<file path="src/verilog/lin_sync_pkg.sv">
// Operation
// Test route set: test transmit pin drives transceiver, transceiver receive drives test pin.
// Software configures both test pin functions before enabling the test route.
// Test route clear: the UART drives the transceiver directly.
// LIN mode, gating set: UART receive held high until break and sync seen; with the test route set the code passes it ungated.
// LIN mode, gating clear: receive line passes to the UART ungated.
// Bit-serial mode, bit 8 set: each bus rising edge raises break flag and interrupt.
// Bit-serial mode: break timer starts on falling edge, stops on next rising edge.
// Break timer count equal to written compare value raises an interrupt.
// Break timer overflow raises an interrupt for fault detection.
// Mode bit 6 set selects bit-serial bus mode, clear selects LIN mode.
package lin_sync_pkg;

	localparam int ADDR_WIDTH = 8;
	localparam int DATA_WIDTH = 32;
	localparam int STRB_WIDTH = DATA_WIDTH / 8;

	localparam logic [ADDR_WIDTH-1:0] OFFS_CTRL = 8'h00;
	localparam logic [ADDR_WIDTH-1:0] OFFS_STATUS = 8'h04;
	localparam logic [ADDR_WIDTH-1:0] OFFS_TIMER = 8'h08;

	localparam int CTRL_MODE_BIT = 6;
	localparam int CTRL_GATE_BIT = 8;
	localparam int CTRL_TEST_BIT = 9;
	localparam int CTRL_OVF_OFF_BIT = 10;
	localparam int CTRL_CMP_OFF_BIT = 11;

	localparam int STAT_EDGE_BIT = 0;
	localparam int STAT_OVF_BIT = 2;
	localparam int STAT_CMP_BIT = 3;

	localparam logic [DATA_WIDTH-1:0] WORD_ZERO = 32'h0000_0000;
	localparam logic [1:0] RESP_OKAY = 2'h0;
	localparam logic [1:0] RESP_SLVERR = 2'h2;

	localparam int TIMER_WIDTH_DEF = 16;
	localparam int TICK_DIV_DEF = 1;

	typedef struct packed {
		logic cmpIrqOff;
		logic ovfIrqOff;
		logic testRoute;
		logic gateEn;
		logic bitSerial;
	} ctrl_t;

	typedef struct packed {
		logic cmpHit;
		logic overflow;
		logic edgeSeen;
	} status_t;

	typedef enum logic [1:0] {
		GATE_WAIT_BREAK,
		GATE_WAIT_SYNC,
		GATE_OPEN
	} gate_state_t;

	localparam ctrl_t CTRL_RESET = '{default: 1'b0};
	localparam status_t STATUS_RESET = '{default: 1'b0};

endpackage

</file>
<file path="src/verilog/bus_edge_detect.sv">
`timescale 1ns/1ps
`default_nettype none
module bus_edge_detect (
	input wire logic clk_sys,
	input wire logic reset_n,
	input wire logic line,
	output logic rise,
	output logic fall
);
	logic prev_q;
	logic prev_d;

	always_comb begin
		prev_d = line;
		rise = line & ~prev_q;
		fall = ~line & prev_q;
	end

	// The idle bus is recessive high, so reset to high avoids a false rising edge.
	always_ff @(posedge clk_sys) begin
		if (!reset_n) begin
			prev_q <= 1'b1;
		end else begin
			prev_q <= prev_d;
		end
	end
endmodule
`default_nettype wire

</file>
<file path="src/verilog/break_timer.sv">
`timescale 1ns/1ps
`default_nettype none
module break_timer import lin_sync_pkg::*; #(
	parameter int TIMER_W = TIMER_WIDTH_DEF,
	parameter int TICK_DIV = TICK_DIV_DEF
) (
	input wire logic clk_sys,
	input wire logic reset_n,
	input wire logic enable,
	input wire logic start,
	input wire logic stop,
	input wire logic [TIMER_W-1:0] compareVal,
	output logic [TIMER_W-1:0] count,
	output logic compareHit,
	output logic overflow
);
	localparam int DIV_W = (TICK_DIV > 1) ? $clog2(TICK_DIV) : 1;
	localparam logic [DIV_W-1:0] DIV_LAST = DIV_W'(TICK_DIV - 1);
	localparam logic [TIMER_W-1:0] COUNT_MAX = '1;

	logic [DIV_W-1:0] div_q, div_d;
	logic [TIMER_W-1:0] count_q, count_d;
	logic running_q, running_d;
	logic hit_q, hit_d;
	logic ovf_q, ovf_d;
	logic tick;

	always_comb begin
		tick = (div_q == DIV_LAST);
		div_d = tick ? '0 : div_q + 1'b1;
		count_d = count_q;
		running_d = running_q;
		hit_d = 1'b0;
		ovf_d = 1'b0;
		if (!enable) begin
			running_d = 1'b0;
		end else if (stop) begin
			running_d = 1'b0;
		end else if (start) begin
			running_d = 1'b1;
			count_d = '0;
			div_d = '0;
		end else if (running_q && tick) begin
			if (count_q == COUNT_MAX) begin
				ovf_d = 1'b1;
				running_d = 1'b0;
			end else begin
				count_d = count_q + 1'b1;
				hit_d = (count_d == compareVal);
			end
		end
	end

	// The count holds after a stop so software can read the last pulse width.
	always_ff @(posedge clk_sys) begin
		if (!reset_n) begin
			div_q <= '0;
			count_q <= '0;
			running_q <= 1'b0;
			hit_q <= 1'b0;
			ovf_q <= 1'b0;
		end else begin
			div_q <= div_d;
			count_q <= count_d;
			running_q <= running_d;
			hit_q <= hit_d;
			ovf_q <= ovf_d;
		end
	end

	assign count = count_q;
	assign compareHit = hit_q;
	assign overflow = ovf_q;
endmodule
`default_nettype wire

</file>
<file path="src/verilog/lin_rx_gate_break_timer.sv">
// Added by the designer: the AXI4-Lite register port and the address map.
`timescale 1ns/1ps
`default_nettype none
module lin_rx_gate_break_timer import lin_sync_pkg::*; #(
	parameter int TIMER_W = TIMER_WIDTH_DEF,
	parameter int TICK_DIV = TICK_DIV_DEF
) (
	input wire logic clk_sys,
	input wire logic reset_n,
	input wire logic [ADDR_WIDTH-1:0] s_axi_awaddr,
	input wire logic s_axi_awvalid,
	output logic s_axi_awready,
	input wire logic [DATA_WIDTH-1:0] s_axi_wdata,
	input wire logic [STRB_WIDTH-1:0] s_axi_wstrb,
	input wire logic s_axi_wvalid,
	output logic s_axi_wready,
	output logic [1:0] s_axi_bresp,
	output logic s_axi_bvalid,
	input wire logic s_axi_bready,
	input wire logic [ADDR_WIDTH-1:0] s_axi_araddr,
	input wire logic s_axi_arvalid,
	output logic s_axi_arready,
	output logic [DATA_WIDTH-1:0] s_axi_rdata,
	output logic [1:0] s_axi_rresp,
	output logic s_axi_rvalid,
	input wire logic s_axi_rready,
	input wire logic uartTxd,
	output logic uartRxd,
	input wire logic testTxPin,
	output logic testRxPin,
	output logic linTxd,
	input wire logic linRxd,
	input wire logic breakFieldSeen,
	input wire logic syncByteSeen,
	output logic breakIrq
);
	logic awHeld_q, awHeld_d;
	logic [ADDR_WIDTH-1:0] awAddr_q, awAddr_d;
	logic wHeld_q, wHeld_d;
	logic [DATA_WIDTH-1:0] wData_q, wData_d;
	logic [STRB_WIDTH-1:0] wStrb_q, wStrb_d;
	logic bValid_q, bValid_d;
	logic [1:0] bResp_q, bResp_d;
	logic rValid_q, rValid_d;
	logic [DATA_WIDTH-1:0] rData_q, rData_d;
	logic [1:0] rResp_q, rResp_d;
	ctrl_t ctrl_q, ctrl_d;
	status_t status_q, status_d;
	logic [TIMER_W-1:0] compare_q, compare_d;
	gate_state_t gate_q, gate_d;
	logic linTxd_q, linTxd_d;
	logic testRx_q, testRx_d;
	logic uartRx_q, uartRx_d;
	logic irq_q, irq_d;

	logic busRise, busFall;
	logic timerHit, timerOvf;
	logic [TIMER_W-1:0] timerCount;
	logic doWrite;
	logic gating;
	logic [DATA_WIDTH-1:0] merged;
	status_t statusClr, statusSet;

	function automatic logic [DATA_WIDTH-1:0] ctrlWord(input ctrl_t c);
		logic [DATA_WIDTH-1:0] w;
		w = WORD_ZERO;
		w[CTRL_MODE_BIT] = c.bitSerial;
		w[CTRL_GATE_BIT] = c.gateEn;
		w[CTRL_TEST_BIT] = c.testRoute;
		w[CTRL_OVF_OFF_BIT] = c.ovfIrqOff;
		w[CTRL_CMP_OFF_BIT] = c.cmpIrqOff;
		return w;
	endfunction

	function automatic ctrl_t wordCtrl(input logic [DATA_WIDTH-1:0] w);
		ctrl_t c;
		c.bitSerial = w[CTRL_MODE_BIT];
		c.gateEn = w[CTRL_GATE_BIT];
		c.testRoute = w[CTRL_TEST_BIT];
		c.ovfIrqOff = w[CTRL_OVF_OFF_BIT];
		c.cmpIrqOff = w[CTRL_CMP_OFF_BIT];
		return c;
	endfunction

	function automatic logic [DATA_WIDTH-1:0] statusWord(input status_t s);
		logic [DATA_WIDTH-1:0] w;
		w = WORD_ZERO;
		w[STAT_EDGE_BIT] = s.edgeSeen;
		w[STAT_OVF_BIT] = s.overflow;
		w[STAT_CMP_BIT] = s.cmpHit;
		return w;
	endfunction

	function automatic logic [DATA_WIDTH-1:0] mergeLanes(input logic [DATA_WIDTH-1:0] old,
		input logic [DATA_WIDTH-1:0] nw, input logic [STRB_WIDTH-1:0] strb);
		logic [DATA_WIDTH-1:0] w;
		w = old;
		for (int i = 0; i < STRB_WIDTH; i++) begin
			if (strb[i]) begin
				w[i*8 +: 8] = nw[i*8 +: 8];
			end
		end
		return w;
	endfunction

	bus_edge_detect u_edge (
		.clk_sys(clk_sys),
		.reset_n(reset_n),
		.line(linRxd),
		.rise(busRise),
		.fall(busFall)
	);

	break_timer #(
		.TIMER_W(TIMER_W),
		.TICK_DIV(TICK_DIV)
	) u_timer (
		.clk_sys(clk_sys),
		.reset_n(reset_n),
		.enable(ctrl_q.bitSerial),
		.start(busFall),
		.stop(busRise),
		.compareVal(compare_q),
		.count(timerCount),
		.compareHit(timerHit),
		.overflow(timerOvf)
	);

	assign s_axi_awready = ~awHeld_q;
	assign s_axi_wready = ~wHeld_q;
	assign s_axi_arready = ~rValid_q;
	assign doWrite = awHeld_q & wHeld_q & ~bValid_q;

	always_comb begin
		awHeld_d = awHeld_q;
		awAddr_d = awAddr_q;
		wHeld_d = wHeld_q;
		wData_d = wData_q;
		wStrb_d = wStrb_q;
		bValid_d = bValid_q;
		bResp_d = bResp_q;
		rValid_d = rValid_q;
		rData_d = rData_q;
		rResp_d = rResp_q;
		ctrl_d = ctrl_q;
		compare_d = compare_q;
		statusClr = STATUS_RESET;
		merged = WORD_ZERO;
		if (s_axi_awvalid && s_axi_awready) begin
			awHeld_d = 1'b1;
			awAddr_d = s_axi_awaddr;
		end
		if (s_axi_wvalid && s_axi_wready) begin
			wHeld_d = 1'b1;
			wData_d = s_axi_wdata;
			wStrb_d = s_axi_wstrb;
		end
		if (bValid_q && s_axi_bready) begin
			bValid_d = 1'b0;
		end
		if (doWrite) begin
			awHeld_d = 1'b0;
			wHeld_d = 1'b0;
			bValid_d = 1'b1;
			bResp_d = RESP_OKAY;
			if (awAddr_q == OFFS_CTRL) begin
				merged = mergeLanes(ctrlWord(ctrl_q), wData_q, wStrb_q);
				ctrl_d = wordCtrl(merged);
			end else if (awAddr_q == OFFS_STATUS) begin
				merged = mergeLanes(WORD_ZERO, wData_q, wStrb_q);
				statusClr.edgeSeen = merged[STAT_EDGE_BIT];
				statusClr.overflow = merged[STAT_OVF_BIT];
				statusClr.cmpHit = merged[STAT_CMP_BIT];
			end else if (awAddr_q == OFFS_TIMER) begin
				merged = mergeLanes({{(DATA_WIDTH-TIMER_W){1'b0}}, compare_q}, wData_q, wStrb_q);
				compare_d = merged[TIMER_W-1:0];
			end else begin
				bResp_d = RESP_SLVERR;
			end
		end
		if (rValid_q && s_axi_rready) begin
			rValid_d = 1'b0;
		end
		if (s_axi_arvalid && s_axi_arready) begin
			rValid_d = 1'b1;
			rResp_d = RESP_OKAY;
			if (s_axi_araddr == OFFS_CTRL) begin
				rData_d = ctrlWord(ctrl_q);
			end else if (s_axi_araddr == OFFS_STATUS) begin
				rData_d = statusWord(status_q);
			end else if (s_axi_araddr == OFFS_TIMER) begin
				rData_d = {{(DATA_WIDTH-TIMER_W){1'b0}}, timerCount};
			end else begin
				rData_d = WORD_ZERO;
				rResp_d = RESP_SLVERR;
			end
		end
	end

	// A flag set in the same cycle as its clear survives, so no event is lost.
	always_comb begin
		statusSet.edgeSeen = ctrl_q.bitSerial & ctrl_q.gateEn & busRise;
		statusSet.overflow = timerOvf;
		statusSet.cmpHit = timerHit;
		status_d.edgeSeen = (status_q.edgeSeen & ~statusClr.edgeSeen) | statusSet.edgeSeen;
		status_d.overflow = (status_q.overflow & ~statusClr.overflow) | statusSet.overflow;
		status_d.cmpHit = (status_q.cmpHit & ~statusClr.cmpHit) | statusSet.cmpHit;
		irq_d = (status_d.edgeSeen & ctrl_q.gateEn & ctrl_q.bitSerial)
			| (status_d.overflow & ~ctrl_q.ovfIrqOff)
			| (status_d.cmpHit & ~ctrl_q.cmpIrqOff);
	end

	// The gate re-arms whenever gating is switched off, so each frame needs a fresh enable.
	always_comb begin
		gating = ~ctrl_q.bitSerial & ctrl_q.gateEn & ~ctrl_q.testRoute;
		gate_d = gate_q;
		if (!gating) begin
			gate_d = GATE_WAIT_BREAK;
		end else begin
			case (gate_q)
				GATE_WAIT_BREAK: begin
					if (breakFieldSeen) begin
						gate_d = GATE_WAIT_SYNC;
					end
				end
				GATE_WAIT_SYNC: begin
					if (syncByteSeen) begin
						gate_d = GATE_OPEN;
					end
				end
				default: begin
					gate_d = GATE_OPEN;
				end
			endcase
		end
		uartRx_d = (gating && gate_q != GATE_OPEN) ? 1'b1 : linRxd;
		linTxd_d = ctrl_q.testRoute ? testTxPin : uartTxd;
		testRx_d = ctrl_q.testRoute ? linRxd : 1'b1;
	end

	always_ff @(posedge clk_sys) begin
		if (!reset_n) begin
			awHeld_q <= 1'b0;
			awAddr_q <= '0;
			wHeld_q <= 1'b0;
			wData_q <= WORD_ZERO;
			wStrb_q <= '0;
			bValid_q <= 1'b0;
			bResp_q <= RESP_OKAY;
			rValid_q <= 1'b0;
			rData_q <= WORD_ZERO;
			rResp_q <= RESP_OKAY;
			ctrl_q <= CTRL_RESET;
			status_q <= STATUS_RESET;
			compare_q <= '0;
			gate_q <= GATE_WAIT_BREAK;
			linTxd_q <= 1'b1;
			testRx_q <= 1'b1;
			uartRx_q <= 1'b1;
			irq_q <= 1'b0;
		end else begin
			awHeld_q <= awHeld_d;
			awAddr_q <= awAddr_d;
			wHeld_q <= wHeld_d;
			wData_q <= wData_d;
			wStrb_q <= wStrb_d;
			bValid_q <= bValid_d;
			bResp_q <= bResp_d;
			rValid_q <= rValid_d;
			rData_q <= rData_d;
			rResp_q <= rResp_d;
			ctrl_q <= ctrl_d;
			status_q <= status_d;
			compare_q <= compare_d;
			gate_q <= gate_d;
			linTxd_q <= linTxd_d;
			testRx_q <= testRx_d;
			uartRx_q <= uartRx_d;
			irq_q <= irq_d;
		end
	end

	assign s_axi_bvalid = bValid_q;
	assign s_axi_bresp = bResp_q;
	assign s_axi_rvalid = rValid_q;
	assign s_axi_rdata = rData_q;
	assign s_axi_rresp = rResp_q;
	assign linTxd = linTxd_q;
	assign testRxPin = testRx_q;
	assign uartRxd = uartRx_q;
	assign breakIrq = irq_q;
endmodule
`default_nettype wire

</file>
<file path="config.mk">
export PLATFORM = sky130hd
export DESIGN_NAME = lin_rx_gate_break_timer
export DESIGN_NICKNAME = d
export VERILOG_FILES = /design/src/verilog/lin_sync_pkg.sv /design/src/verilog/bus_edge_detect.sv /design/src/verilog/break_timer.sv /design/src/verilog/lin_rx_gate_break_timer.sv
export SDC_FILE = /design/constraint.sdc
export NUM_CORES = 1
export LEC_CHECK = 0
export ABC_AREA = 1
export ABC_CLOCK_PERIOD_IN_PS = 1550
export BUFFER_PORTS_ARGS = -buffer_cell sky130_fd_sc_hd__buf_2
export CAP_MARGIN = 10
export CORE_AREA = 10 10 136 138
export CTS_CLUSTER_SIZE = 28
export DETAILED_ROUTE_END_ITERATION = 16
export DIE_AREA = 0 0 146 148
export PLACE_DENSITY = 0.61
export SKIP_LAST_GASP = 1
export SLEW_MARGIN = 20
export SYNTH_ARGS = -nofsm -noshare
export SYNTH_HDL_FRONTEND = slang
export SYNTH_SLANG_ARGS = --single-unit
</file>
<file path="constraint.sdc">
create_clock -name clk_sys -period 1.55 [get_ports clk_sys]
set_input_delay 0 -clock clk_sys [delete_from_list [all_inputs] [get_ports clk_sys]]
set_output_delay 0 -clock clk_sys [all_outputs]
set_load 0.05 [all_outputs]
</file>
==> impl_metrics.env <==
export IMPL_outcome="finished, violations left"
export IMPL_failed_checks="setup timing"
export IMPL_min_path_cells=5
export IMPL_cts_tree="done"
export IMPL_routed_wl_um=13500
export IMPL_worst_setup_path_start_kind="register"
export IMPL_firstDrtPassIters=4
export IMPL_clockBufferDepth=2
export IMPL_antenna_cells=0
export IMPL_ios=109
export IMPL_fin_crit_sh_pct=103
export IMPL_synth_main_ff_cell="dfxtp_1"
export IMPL_globalplace_congestion=0.904
export IMPL_layout_commonest_cell="nand2_1"
export IMPL_final_nets=866
export IMPL_setup_viol=11
export IMPL_io_buffers=72
export IMPL_cts_sinks=98
export IMPL_root_buffer="clkbuf_16"
export IMPL_r2r_slack_ps=-50
export IMPL_dp_cells=964
export IMPL_ir_worst_vdd_uv=493
export IMPL_synth_seq_cells=98
export IMPL_die_area_um2=21600
export IMPL_p_leak_uw=0.00282
export IMPL_hold_slack_ps=129
export IMPL_min_period_ps=1600
export IMPL_ys_types=41
export IMPL_avgSynthCellArea_um2=7.23
export IMPL_max_freq_mhz=624
export IMPL_worstSkewPairLatency_ps=350
export IMPL_syn_cell_area_um2=4680
export IMPL_rsz0062_at_grt="yes"
export IMPL_synth_edf_count=0
export IMPL_critPathSlowestCell="dfxtp_4"
export IMPL_htree_levels=3
export IMPL_clkTransAtPathRegs_ps=70
export IMPL_cp_data_required_time_ps=1830
export IMPL_vias=4508
export IMPL_fin_skew_ps=8.63
export IMPL_min_from="s_axi_arvalid"
export IMPL_dp_hpwl_um=10100
export IMPL_grt_max_degree=41
export IMPL_hold_viol_final=0
export IMPL_design_area_um2=6390
export IMPL_layout_common_cells="nand2_1 (113), nor2_1 (93), dfxtp_1 (89)"
export IMPL_wl_per_cell_um=13.2
export IMPL_cts_buffers=9
export IMPL_hp_class="in2reg"
export IMPL_rows=46
export IMPL_n_fill_cell=1648
export IMPL_dpl_cell_area_um2=5550
export IMPL_cap_violations=0
export IMPL_cp_arrival_ps=1880
export IMPL_drtIter0Drc=227
export IMPL_path_cells="ha_4 -> nand2_4 -> nor2_8 -> nand2_4 -> nor2_8 -> nand4_4 -> nand2_4 -> buf_12 -> o21ai_1 -> a21oi_1"
export IMPL_layoutNonFillerInstCount=1022
export IMPL_tns_ps=-215
export IMPL_power_uw=5590
export IMPL_critPathKind="reg2reg"
export IMPL_start_util_pct=29.8
export IMPL_seq_area_frac_synth_pct=41.9
export IMPL_grt_overflow_total=0
export IMPL_cp_end_kind="register"
export IMPL_drcViolationCount=0
export IMPL_async_flop_share_pct=0
export IMPL_core_area_um2=15700
export IMPL_die_h_um=148
export IMPL_fin_ws_ps=-52.4
export IMPL_r2r_start="u_timer.count[1]"
export IMPL_ant_nets=0
export IMPL_syn_to_final_growth_pct=36.4
export IMPL_slowest_delay_ps=380
export IMPL_powerDensity_nw_per_um2=876
export IMPL_grt_pass1_vias=4281
export IMPL_grt_use_total_pct=12.2
export IMPL_rr_endpoint="u_timer.count[7]"
export IMPL_ff2ff_path_depth=10
export IMPL_grt_first_pass_wirelength_um=21700
export IMPL_worst_path_most_repeated_cell="nand2_4"
export IMPL_die_x_um=146
export IMPL_ys_warn_count=0
export IMPL_slew_viol_final=0
export IMPL_drive_above_1_share_pct=27.8
export IMPL_worst_hold_path_endpoint="s_axi_rdata[3]"
export IMPL_crit_fanout=13
export IMPL_grt_antenna_before_repair=0
export IMPL_syn_inst=648
export IMPL_routed_via_density=4.41
[kinds of logic after synthesis]
family,share of synthesized area [%]
other,0.0801
xor gates and xnor gates,1.71
and+or+nand+nor,28.7
buffers and inverters,10.6
AOI/OAI and AO/OA,16.8
DFF,41.9
adders and majority gates,0.267
[cell usage after synthesis, drive strengths merged, types with 2 or more instances]
cell,n,area (um2)
o21ai,67,335
nand2,130,510
nand3,41,215
inv,67,252
o21a,2,15.0
nor3,7,56.3
buf,27,199
xnor3,2,45.0
nand4,8,65.1
clkinv,2,7.51
a21oi,59,344
o211ai,10,75.1
xor2,3,26.3
nor4,2,18.8
clkbuf,10,37.5
nor2,104,448
nand3b,3,22.5
dfxtp,98,1960
[registers in the layout, indices dropped and copies added (netlist names), 2 cells and up]
| register | count |
|---|---|
| status_q | 3 |
| wStrb_q | 2 |
| u_timer.count | 16 |
| wData_q | 16 |
| ctrl_q | 5 |
| gate_q | 2 |
| s_axi_rdata | 16 |
| awAddr_q | 8 |
| compare_q | 16 |
[how the worst max path moves through the flow]
stage / start / end / cells past startpoint
2_1_floorplan: u_timer.count[1] / u_timer.count[3] / 10
3_3_place_gp: u_timer.count[1] / u_timer.compareHit / 12
3_5_place_dp: u_timer.count[1] / u_timer.count[9] / 10
4_1_cts: u_timer.count[1] / u_timer.count[14] / 10
5_1_grt: u_timer.count[1] / u_timer.count[7] / 10
6_report: u_timer.count[1] / u_timer.count[7] / 10
[critical path: cells and delay by family, from the launching register on]
| kind | cells | cell delay, ps |
|---|---|---|
| AO/OA/AOI/OAI | 2 | 220 |
| adder cells (fa/ha/maj) | 1 | 160 |
| buffers and inverters | 1 | 140 |
| flip-flops | 1 | 380 |
| AND/OR/NAND/NOR | 6 | 630 |
[per-stage QoR]
step | utilization, % | setup WS, ps
after detailed placement | 35.3 | -52.3
after CTS | 39.8 | -22.5
after global routing | 40.6 | -127
after global placement | 35.3 | -50.1
after floorplan | - | 1.57
final | 40.6 | -52.4
[routing by layer]
| layer | share of wire (%) | routed length, um | GRT usage [%] | vias up |
|---|---|---|---|---|
| met2 | 43 | 5800 | 18.8 | 99 |
| met4 | 1.2 | 167 | 3.90 | 0 |
| met5 | 0 | 0 | 0 | - |
| met3 | 5.4 | 728 | 3.14 | 11 |
| met1 | 50 | 6760 | 16.2 | 2014 |
| li1 | - | - | - | 2384 |
[power by group]
group | total (uW) | internal [uW] | switching, uW
Clock | 2290 | 1220 | 1070
Sequential | 2650 | 2590 | 58.3
Combinational | 655 | 222 | 433
Total | 5590 | 4030 | 1560
[area by class of cell]
class / instances / area [um2] / share of cell area [%]
multi-input combinational: 461 / 2410 / 37.7
sequential: 98 / 1980 / 31.1
clock inverter: 6 / 56.3 / 0.882
inverter: 69 / 263 / 4.11
clock buffer: 10 / 250 / 3.92
timing repair buffer: 162 / 1150 / 18.1
tap: 216 / 270 / 4.23
[repair_timing]
item / CTS / global route
resized for setup: 13 / 35
hold buffers: 36 / 0
endpoints found under the hold margin: 36 / 0
pin swaps: 2 / 11
buffers inserted: 0 / 6
setup endpoints to repair: 16 / 34
No activity file was read; power rests on OpenSTA's default activity.
